### src/rtl/fcp_pkg.sv
// Purpose: Shared constants for the four-channel PWM unit
// Assumes: 8-bit special function register port, 50 MHz oscillator clock
// Notes:   Offsets are the direct SFR addresses of the unit
package fcp_pkg;
    localparam int          NUM_CH        = 4;
    localparam int          CNT_W         = 10;
    // Register addresses
    localparam logic [7:0]  ADDR_CTRL     = 8'hB5;
    localparam logic [7:0]  ADDR_D0H      = 8'hBC;
    localparam logic [7:0]  ADDR_D0L      = 8'hBD;
    localparam logic [7:0]  ADDR_D1H      = 8'hBE;
    localparam logic [7:0]  ADDR_D1L      = 8'hBF;
    localparam logic [7:0]  ADDR_D2H      = 8'hB1;
    localparam logic [7:0]  ADDR_D2L      = 8'hB2;
    localparam logic [7:0]  ADDR_D3H      = 8'hB3;
    localparam logic [7:0]  ADDR_D3L      = 8'hB4;
    localparam logic [7:0]  ADDR_MAXH     = 8'hCE;
    localparam logic [7:0]  ADDR_MAXL     = 8'hCF;
    // Field positions
    localparam int          CS_LSB        = 5;
    localparam int          IDLE_BIT      = 7;
    // Reset values
    localparam logic [7:0]  RST_CTRL      = 8'h00;
    localparam logic [9:0]  RST_DUTY      = 10'h000;
    localparam logic [9:0]  RST_MAX       = 10'h0FF;
    // Clock select codes
    localparam logic [2:0]  CS_DIV1       = 3'h0;
    localparam logic [2:0]  CS_DIV2       = 3'h1;
    localparam logic [2:0]  CS_DIV4       = 3'h2;
    localparam logic [2:0]  CS_DIV6       = 3'h3;
    localparam logic [2:0]  CS_DIV8       = 3'h4;
    localparam logic [2:0]  CS_DIV12      = 3'h5;
    localparam logic [2:0]  CS_T0_OVF     = 3'h6;
    localparam logic [2:0]  CS_T0_PIN     = 3'h7;
    localparam logic [3:0]  PRESC_LAST    = 4'hB;
    localparam logic [1:0]  DIV4_LAST     = 2'h3;
    localparam logic [3:0]  DIV6_MID      = 4'h5;
    localparam logic [2:0]  DIV8_LAST     = 3'h7;
endpackage

### src/rtl/fcp_tick_if.sv
// Purpose: Count-clock select and tick between divider and core
// Assumes: Single clock domain
// Notes:   Divider drives tick, core reads it
`timescale 1ns/100ps
interface fcp_tick_if;
    logic [2:0] sel;   // Count clock select
    logic       tick;  // One-cycle count enable
    modport src (input sel, output tick);
    modport dst (output sel, input tick);
endinterface

### src/rtl/fcp_pwm.sv
// Purpose: Four-channel PWM unit with shared 10-bit counter
// Assumes: SFR port with one-cycle write and combinational read
// Notes:   Changing the count clock select does not restart the prescalers
`timescale 1ns/100ps
module fcp_pwm (
    input  wire logic        clk_i,               // Oscillator clock, 50 MHz
    input  wire logic        nrst_i,              // Async reset, active low
    input  wire logic [7:0]  sfr_addr_i,          // SFR address
    input  wire logic        sfr_wr_i,            // SFR write strobe
    input  wire logic [7:0]  sfr_wdata_i,         // SFR write data
    output logic      [7:0]  sfr_rdata_o,         // SFR read data
    output logic             sfr_hit_o,           // Address belongs to unit
    input  wire logic        t0_overflow_i,       // Timer 0 overflow pulse
    input  wire logic        timer0_ext_input_i,  // Timer 0 external pin
    input  wire logic        irq_flag_clr_i,      // Software flag clear
    output logic             modulator_irq_flag_o, // Shared interrupt flag
    output logic      [3:0]  pwm_o                // Channel outputs
);
    typedef struct packed {
        logic [2:0]                    count_clock_select;
        logic [3:0]                    enable;
        logic [3:0]                    idle_level;
        logic [3:0][9:0]               duty;
        logic [9:0]                    period_max_value;
        logic [9:0]                    count;
        logic                          irq_flag;
        logic [3:0]                    out;
    } fcp_state_t;

    fcp_state_t  st, next_st;
    fcp_tick_if  tk ();
    logic        ovf;

    // Channel index of a duty register address, bit 0 says low byte
    function automatic logic [2:0] duty_slot(input logic [7:0] a);
        unique case (a)
            fcp_pkg::ADDR_D0H: duty_slot = 3'h0;
            fcp_pkg::ADDR_D1H: duty_slot = 3'h2;
            fcp_pkg::ADDR_D2H: duty_slot = 3'h4;
            fcp_pkg::ADDR_D3H: duty_slot = 3'h6;
            fcp_pkg::ADDR_D0L: duty_slot = 3'h1;
            fcp_pkg::ADDR_D1L: duty_slot = 3'h3;
            fcp_pkg::ADDR_D2L: duty_slot = 3'h5;
            fcp_pkg::ADDR_D3L: duty_slot = 3'h7;
            default:           duty_slot = 3'h0;
        endcase
    endfunction

    function automatic logic is_duty(input logic [7:0] a);
        is_duty = (a == fcp_pkg::ADDR_D0H) || (a == fcp_pkg::ADDR_D0L) ||
                  (a == fcp_pkg::ADDR_D1H) || (a == fcp_pkg::ADDR_D1L) ||
                  (a == fcp_pkg::ADDR_D2H) || (a == fcp_pkg::ADDR_D2L) ||
                  (a == fcp_pkg::ADDR_D3H) || (a == fcp_pkg::ADDR_D3L);
    endfunction

    assign tk.sel = st.count_clock_select;

    // Count clock enable generator
    fcp_tick_gen u_tick (
        .clk_i              (clk_i),
        .nrst_i             (nrst_i),
        .t0_overflow_i      (t0_overflow_i),
        .timer0_ext_input_i (timer0_ext_input_i),
        .tk                 (tk)
    );

    assign ovf = tk.tick && (st.count >= st.period_max_value);

    // Register writes, counter, flag and output levels
    always_comb begin
        logic [2:0] slot;
        slot    = duty_slot(sfr_addr_i);
        next_st = st;
        if (sfr_wr_i) begin
            if (sfr_addr_i == fcp_pkg::ADDR_CTRL) begin
                next_st.count_clock_select = sfr_wdata_i[fcp_pkg::CS_LSB +: 3];
                next_st.enable             = sfr_wdata_i[3:0];
            end
            if (sfr_addr_i == fcp_pkg::ADDR_MAXH) begin
                next_st.period_max_value[9:8] = sfr_wdata_i[1:0];
            end
            if (sfr_addr_i == fcp_pkg::ADDR_MAXL) begin
                next_st.period_max_value[7:0] = sfr_wdata_i;
            end
            if (is_duty(sfr_addr_i)) begin
                if (slot[0]) begin
                    next_st.duty[slot[2:1]][7:0] = sfr_wdata_i;
                end else begin
                    next_st.duty[slot[2:1]][9:8]     = sfr_wdata_i[1:0];
                    next_st.idle_level[slot[2:1]]    = sfr_wdata_i[fcp_pkg::IDLE_BIT];
                end
            end
        end
        // Shared counter
        if (ovf) begin
            next_st.count = '0;
        end else if (tk.tick) begin
            next_st.count = st.count + 10'h001;
        end
        // Flag: set wins over software clear
        if (ovf) begin
            next_st.irq_flag = 1'b1;
        end else if (irq_flag_clr_i) begin
            next_st.irq_flag = 1'b0;
        end
        // Outputs: active while enabled and count below duty, idle otherwise
        for (int i = 0; i < fcp_pkg::NUM_CH; i++) begin
            if (st.enable[i] && (next_st.count < st.duty[i])) begin
                next_st.out[i] = ~next_st.idle_level[i];
            end else begin
                next_st.out[i] = next_st.idle_level[i];
            end
        end
    end

    always_ff @(posedge clk_i or negedge nrst_i) begin
        if (!nrst_i) begin
            st                    <= '0;
            st.count_clock_select <= fcp_pkg::RST_CTRL[fcp_pkg::CS_LSB +: 3];
            st.duty               <= {fcp_pkg::NUM_CH{fcp_pkg::RST_DUTY}};
            st.period_max_value   <= fcp_pkg::RST_MAX;
        end else begin
            st <= next_st;
        end
    end

    // Register read
    always_comb begin
        logic [2:0] rs;
        rs          = duty_slot(sfr_addr_i);
        sfr_hit_o   = 1'b1;
        sfr_rdata_o = 8'h00;
        if (sfr_addr_i == fcp_pkg::ADDR_CTRL) begin
            sfr_rdata_o = {st.count_clock_select, 1'b0, st.enable};
        end else if (sfr_addr_i == fcp_pkg::ADDR_MAXH) begin
            sfr_rdata_o = {6'h00, st.period_max_value[9:8]};
        end else if (sfr_addr_i == fcp_pkg::ADDR_MAXL) begin
            sfr_rdata_o = st.period_max_value[7:0];
        end else if (is_duty(sfr_addr_i)) begin
            sfr_rdata_o = rs[0] ? st.duty[rs[2:1]][7:0]
                                : {st.idle_level[rs[2:1]], 5'h00, st.duty[rs[2:1]][9:8]};
        end else begin
            sfr_hit_o = 1'b0;
        end
    end

    assign modulator_irq_flag_o = st.irq_flag;
    assign pwm_o                = st.out;
endmodule

### src/rtl/fcp_tick_gen.sv
// Purpose: Produce the PWM count enable from the selected source
// Assumes: timer0_ext_input is asynchronous, others are synchronous
// Notes:   External input counts on its falling edge after two flops
`timescale 1ns/100ps
module fcp_tick_gen (
    input  wire logic   clk_i,             // Oscillator clock
    input  wire logic   nrst_i,            // Async reset, active low
    input  wire logic   t0_overflow_i,     // Timer 0 overflow pulse
    input  wire logic   timer0_ext_input_i, // Timer 0 external pin
    fcp_tick_if.src     tk                 // Select in, tick out
);
    typedef struct packed {
        logic [3:0] presc;
        logic [2:0] presc8;
        logic       sync1;
        logic       sync2;
        logic       pin_d;
    } fcp_tick_state_t;

    fcp_tick_state_t st, next_st;

    // Prescaler, pin synchroniser and pin edge history
    always_comb begin
        next_st       = st;
        next_st.presc = (st.presc == fcp_pkg::PRESC_LAST) ? 4'h0 : st.presc + 4'h1;
        // Eight does not divide twelve, so divide by 8 has its own wrap-around count
        next_st.presc8 = st.presc8 + 3'h1;
        next_st.sync1 = timer0_ext_input_i;
        next_st.sync2 = st.sync1;
        next_st.pin_d = st.sync2;
    end

    always_ff @(posedge clk_i or negedge nrst_i) begin
        if (!nrst_i) begin
            st <= '0;
        end else begin
            st <= next_st;
        end
    end

    // Source multiplexer
    always_comb begin
        unique case (tk.sel)
            fcp_pkg::CS_DIV1:   tk.tick = 1'b1;
            fcp_pkg::CS_DIV2:   tk.tick = (st.presc[0] == 1'b1);
            fcp_pkg::CS_DIV4:   tk.tick = (st.presc[1:0] == fcp_pkg::DIV4_LAST);
            fcp_pkg::CS_DIV6:   tk.tick = (st.presc == fcp_pkg::DIV6_MID) || (st.presc == fcp_pkg::PRESC_LAST);
            fcp_pkg::CS_DIV8:   tk.tick = (st.presc8 == fcp_pkg::DIV8_LAST);
            fcp_pkg::CS_DIV12:  tk.tick = (st.presc == fcp_pkg::PRESC_LAST);
            fcp_pkg::CS_T0_OVF: tk.tick = t0_overflow_i;
            fcp_pkg::CS_T0_PIN: tk.tick = st.pin_d & ~st.sync2;
        endcase
    end
endmodule

### config.mk
export PLATFORM = sky130hd
export DESIGN_NAME = fcp_pwm
export DESIGN_NICKNAME = d
export VERILOG_FILES = /design/src/rtl/fcp_pkg.sv /design/src/rtl/fcp_tick_if.sv /design/src/rtl/fcp_pwm.sv /design/src/rtl/fcp_tick_gen.sv
export SDC_FILE = /design/constraint.sdc
export NUM_CORES = 1
export LEC_CHECK = 0
export BUFFER_PORTS_ARGS = -buffer_cell sky130_fd_sc_hd__buf_2
export CAP_MARGIN = 20
export CORE_MARGIN = 10
export CORE_UTILIZATION = 35
export DETAILED_ROUTE_END_ITERATION = 8
export PLACE_DENSITY = 0.59
export REMOVE_ABC_BUFFERS = 1
export SYNTH_ARGS = -nofsm -noshare
export SYNTH_HDL_FRONTEND = slang
export SYNTH_HIERARCHICAL = 1
export SYNTH_SLANG_ARGS = --single-unit
### constraint.sdc
create_clock -name clk_i -period 3.4 [get_ports clk_i]
set_input_delay 0.17 -clock clk_i [delete_from_list [all_inputs] [get_ports clk_i]]
set_output_delay 0.17 -clock clk_i [all_outputs]
set_load 0.005 [all_outputs]
==> out/metrics.json <==
{
  "synth.area.mux_share": {"value": 0.1037},
  "post_synth_num_cell_types": {"value": 74},
  "total_power": {"value": 0.002980, "unit": "W"},
  "grt-ovfl-total": {"value": 0},
  "worstPathMaxFanout": {"value": 5},
  "detailedPlacementHpwl": {"value": 13.29, "unit": "mm"},
  "asyncSetResetFlopFracSynth": {"value": 1.000},
  "layout_min_cycle_time": {"value": 3.529, "unit": "ns"},
  "synth.cell_area": {"value": 5669, "unit": "sq um"},
  "fmax": {"value": 0.2834, "unit": "GHz"},
  "grt_pass1_vias": {"value": 5102},
  "max_stage_delay": {"value": 0.53, "unit": "ns"},
  "hold_class": {"value": "input pin to flop"},
  "synth.largest_area_cell": {"value": "dfrtp_1"},
  "filler_cell_count": {"value": 1561},
  "clk_transition_reported_paths": {"value": 0.06, "unit": "ns"},
  "core": {"value": 15890, "unit": "sq um"},
  "yosys.area_share.simple": {"value": 0.1518},
  "placed_cell_area": {"value": 6312, "unit": "sq um"},
  "share_clk_of_total_power": {"value": 0.335},
  "drc": {"value": 0},
  "initial_core_util": {"value": 0.3569},
  "total_switching_power": {"value": 0.0009316, "unit": "W"},
  "drt_iter0_drc": {"value": 339},
  "num_vias": {"value": 4819},
  "die_w": {"value": 147.3, "unit": "um"},
  "dominant_combinational_cell_family_by_area_after_synthesis": {"value": "compound AO/OA/AOI/OAI gates"},
  "setup-violations-final": {"value": 4},
  "top_cells_by_count_synth": {"value": "dfrtp_1, inv_1, ha_1"},
  "ant_nets": {"value": 0},
  "rsz0062_at_grt": {"value": "true"},
  "crit_family": {"value": "compound AO/OA/AOI/OAI gates"},
  "cts_sinks": {"value": 86},
  "timing.rr.end": {"value": "pwm_o[0]"},
  "mean_cell_area_of_the_mapped_netlist": {"value": 9.691, "unit": "sq um"},
  "worstSetupEndpointType": {"value": "flop"},
  "fp.dieH": {"value": 147.3, "unit": "um"},
  "crit_path_end": {"value": "pwm_o[0]"},
  "timing.rr.start": {"value": "st[22]"},
  "clockBufferDepth": {"value": 2},
  "finalInstanceArea": {"value": 6869, "unit": "sq um"},
  "cts_inserted_buffers": {"value": 9},
  "die-area": {"value": 21690, "unit": "sq um"},
  "tightestPinTransition": {"value": 0.8883, "unit": "ns"},
  "flop2flop_setup_slack": {"value": -0.13, "unit": "ns"},
  "yosys.area_share.adder": {"value": 0.1126},
  "drv_slew": {"value": 0},
  "yosys.cell_count.top_type": {"value": "dfrtp_1"},
  "max_transition_margin": {"value": 0.4078},
  "yosys-top-cells-area": {"value": "dfrtp_1, ha_1, mux2_1, inv_1, dfstp_2"},
  "path_depth": {"value": 17},
  "portBuffers": {"value": 35},
  "cts_root_buffer": {"value": "clkbuf_16"},
  "worstPathRequired": {"value": 3.63, "unit": "ns"},
  "crit_buf_inv": {"value": 4},
  "max-vdd-ir-drop": {"value": 0.0002260, "unit": "V"},
  "nNetsFinal": {"value": 738},
  "power_per_cell_area": {"value": 433.9, "unit": "nW/um^2"},
  "yosysSeqAreaShare": {"value": 0.3814},
  "total_number_of_yosys_warnings": {"value": 6},
  "tritoncts": {"value": "done"},
  "power.combinational.fraction": {"value": 0.282},
  "synth-edff-count": {"value": 0},
  "critical_path.startpoint_type": {"value": "flop"},
  "setup_tns": {"value": -0.2384, "unit": "ns"},
  "sw_frac_of_total": {"value": 0.3126},
  "cp.arrival": {"value": 3.76, "unit": "ns"},
  "place_congestion": {"value": 0.9418},
  "finish.utilization": {"value": 0.4324},
  "yosys.area_share.xor_xnor": {"value": 0.01081},
  "detailedPlace.worstSlack": {"value": -0.3786, "unit": "ns"},
  "ctsHtreeMaxLevel": {"value": 3},
  "routedWlPerCell": {"value": 19.32, "unit": "um"},
  "cp_cell_sequence": {"value": "inv_1, ha_1, a211oi_2, nor2_1, a211oi_4, nand2_2, and2_4, buf_4, nor2_1, buf_4, ha_4, nand4_1, buf_4, nor3_4, o21ai_1, o211a_1, a211o_1"},
  "synth-compound-area-share": {"value": 0.1728},
  "rr_worst_depth": {"value": 17},
  "n_antenna_cell": {"value": 0},
  "pwr-share-seq": {"value": 0.383},
  "outcome": {"value": "finished with violations"},
  "pint": {"value": 0.002049, "unit": "W"},
  "timing.critical_path.slowest_stage_cell": {"value": "dfstp_2"},
  "synth-seq-cells": {"value": 86},
  "ioPinCount": {"value": 36},
  "violations": {"value": "setup timing"},
  "crit_path_start": {"value": "st[22]"},
  "power.static_leakage": {"value": 3.334, "unit": "nW"},
  "gr-usage-all-layers": {"value": 0.1600},
  "critPathMostFrequentCell": {"value": "buf_4"},
  "num_rows": {"value": 46},
  "cap_violations": {"value": 0},
  "syn_to_final_growth": {"value": 21.17, "unit": "%"},
  "post-route-worst-setup-slack": {"value": -0.1286, "unit": "ns"},
  "layout_worst_path_cycle_share": {"value": 1.038},
  "finalClockSkew": {"value": 0.006985, "unit": "ns"},
  "clkLatencyLatePin": {"value": 0.35, "unit": "ns"},
  "grt_pass1_wl": {"value": 27.52, "unit": "mm"},
  "hold_violations": {"value": 0},
  "yosys.area.top_type_share": {"value": 0.3443},
  "overall_routed_net_length": {"value": 17.11, "unit": "mm"},
  "dr.pass1.iters": {"value": 5},
  "drive_gt1_frac": {"value": 0.2373},
  "antenna_found_initial": {"value": 0},
  "routed_via_density": {"value": 5.439},
  "syn-instance-count": {"value": 585},
  "critical_path_class": {"value": "flop to flop"},
  "synth_top_flop_cell": {"value": "dfrtp_1"},
  "grt_max_degree": {"value": 69}
}
==> layer usage <==
layer / wire, um / up-vias / global-route usage
met1: 7489 / 2390 / 0.1981
met3: 842 / 26 / 0.02518
met4: 439 / 0 / 0.06492
met2: 8341 / 145 / 0.2710
li1: - / 2258 / -
met5: 0 / - / 0
==> worst reg2reg max path: stages (launching register included) <==
cell	delay, ns
dfstp_2	0.53
inv_1	0.04
ha_1	0.30
a211oi_2	0.24
nor2_1	0.10
a211oi_4	0.21
nand2_2	0.13
and2_4	0.20
buf_4	0.13
nor2_1	0.09
buf_4	0.19
ha_4	0.15
nand4_1	0.10
buf_4	0.16
nor3_4	0.22
o21ai_1	0.10
o211a_1	0.21
a211o_1	0.30
==> cell usage in the layout, fill, tap and decap left out, drive strengths merged, types with 11 or more instances in the layout <==
master,instances
clkbuf,12
nor3,15
nor2,25
a21oi,35
ha,51
o21ai,38
buf,88
mux2,46
nand3,11
nand4,12
dfrtp,78
nand2,51
inv,69
==> logic make-up (layout without fill, tap and decap cells) <==
family                   count (synthesis)  in the layout
AND/OR/NAND/NOR                        152            152
buffers and inverters                   90            175
XOR/XNOR                                 7              7
flip-flops                              86             86
AO/OA/AOI/OAI                          146            146
multiplexers                            53             53
adder cells (fa/ha/maj)                 51             51
==> power by group through the flow <==
stage | clock (W) | sequential [W] | combinational (W)
3_3_place_gp | 0 | 0.00116 | 0.000766
6_report | 0.000997 | 0.00114 | 0.000841
2_1_floorplan | 0 | 0.00116 | 0.000427
5_1_grt | 0.00106 | 0.00115 | 0.000938
3_5_place_dp | 0 | 0.00116 | 0.000788
4_1_cts | 0.00101 | 0.00114 | 0.000827
==> repair_timing <==
| item | CTS | global route |
|---|---|---|
| endpoints found under the hold margin | 60 | 0 |
| pin swaps | 13 | 15 |
| hold buffers | 2 | 0 |
| setup buffers | 8 | 3 |
| gates resized for setup | 16 | 15 |
| setup endpoints to repair | 4 | 4 |
==> worst min-delay path by stage <==
| stage | end | startpoint | depth (start not counted) | slack, ns |
|---|---|---|---|---|
| after floorplan | asynchronous set/reset pin | nrst_i | 0 | -0.13 |
| after global placement | u_tick/next_st[1] | timer0_ext_input_i | 1 | 0.28 |
| after detailed placement | u_tick/next_st[1] | timer0_ext_input_i | 1 | 0.29 |
| after CTS | modulator_irq_flag_o | irq_flag_clr_i | 3 | 0.09 |
| after global routing | modulator_irq_flag_o | irq_flag_clr_i | 3 | 0.12 |
| final | modulator_irq_flag_o | irq_flag_clr_i | 3 | 0.09 |
==> layout make-up <==
class / instances / area [sq um] / area share
clock buffer: 12 / 246.5 / 0.03588
clock inverter: 4 / 47.55 / 0.006922
inverter: 69 / 259.0 / 0.03770
multi-input combinational: 409 / 3288 / 0.4787
sequential: 86 / 2162 / 0.3148
tap: 216 / 270.3 / 0.03934
timing repair buffer: 90 / 595.6 / 0.08670
==> through the flow <==
step | hold WS (ns) | std cells
floorplan | -0.1256 | 564
global placement | 0.2782 | 857
detailed placement | 0.2922 | 857
CTS | 0.09214 | 883
global route | 0.1187 | 886
finish | 0.09384 | 886
Power figures use the tool's default switching activity.
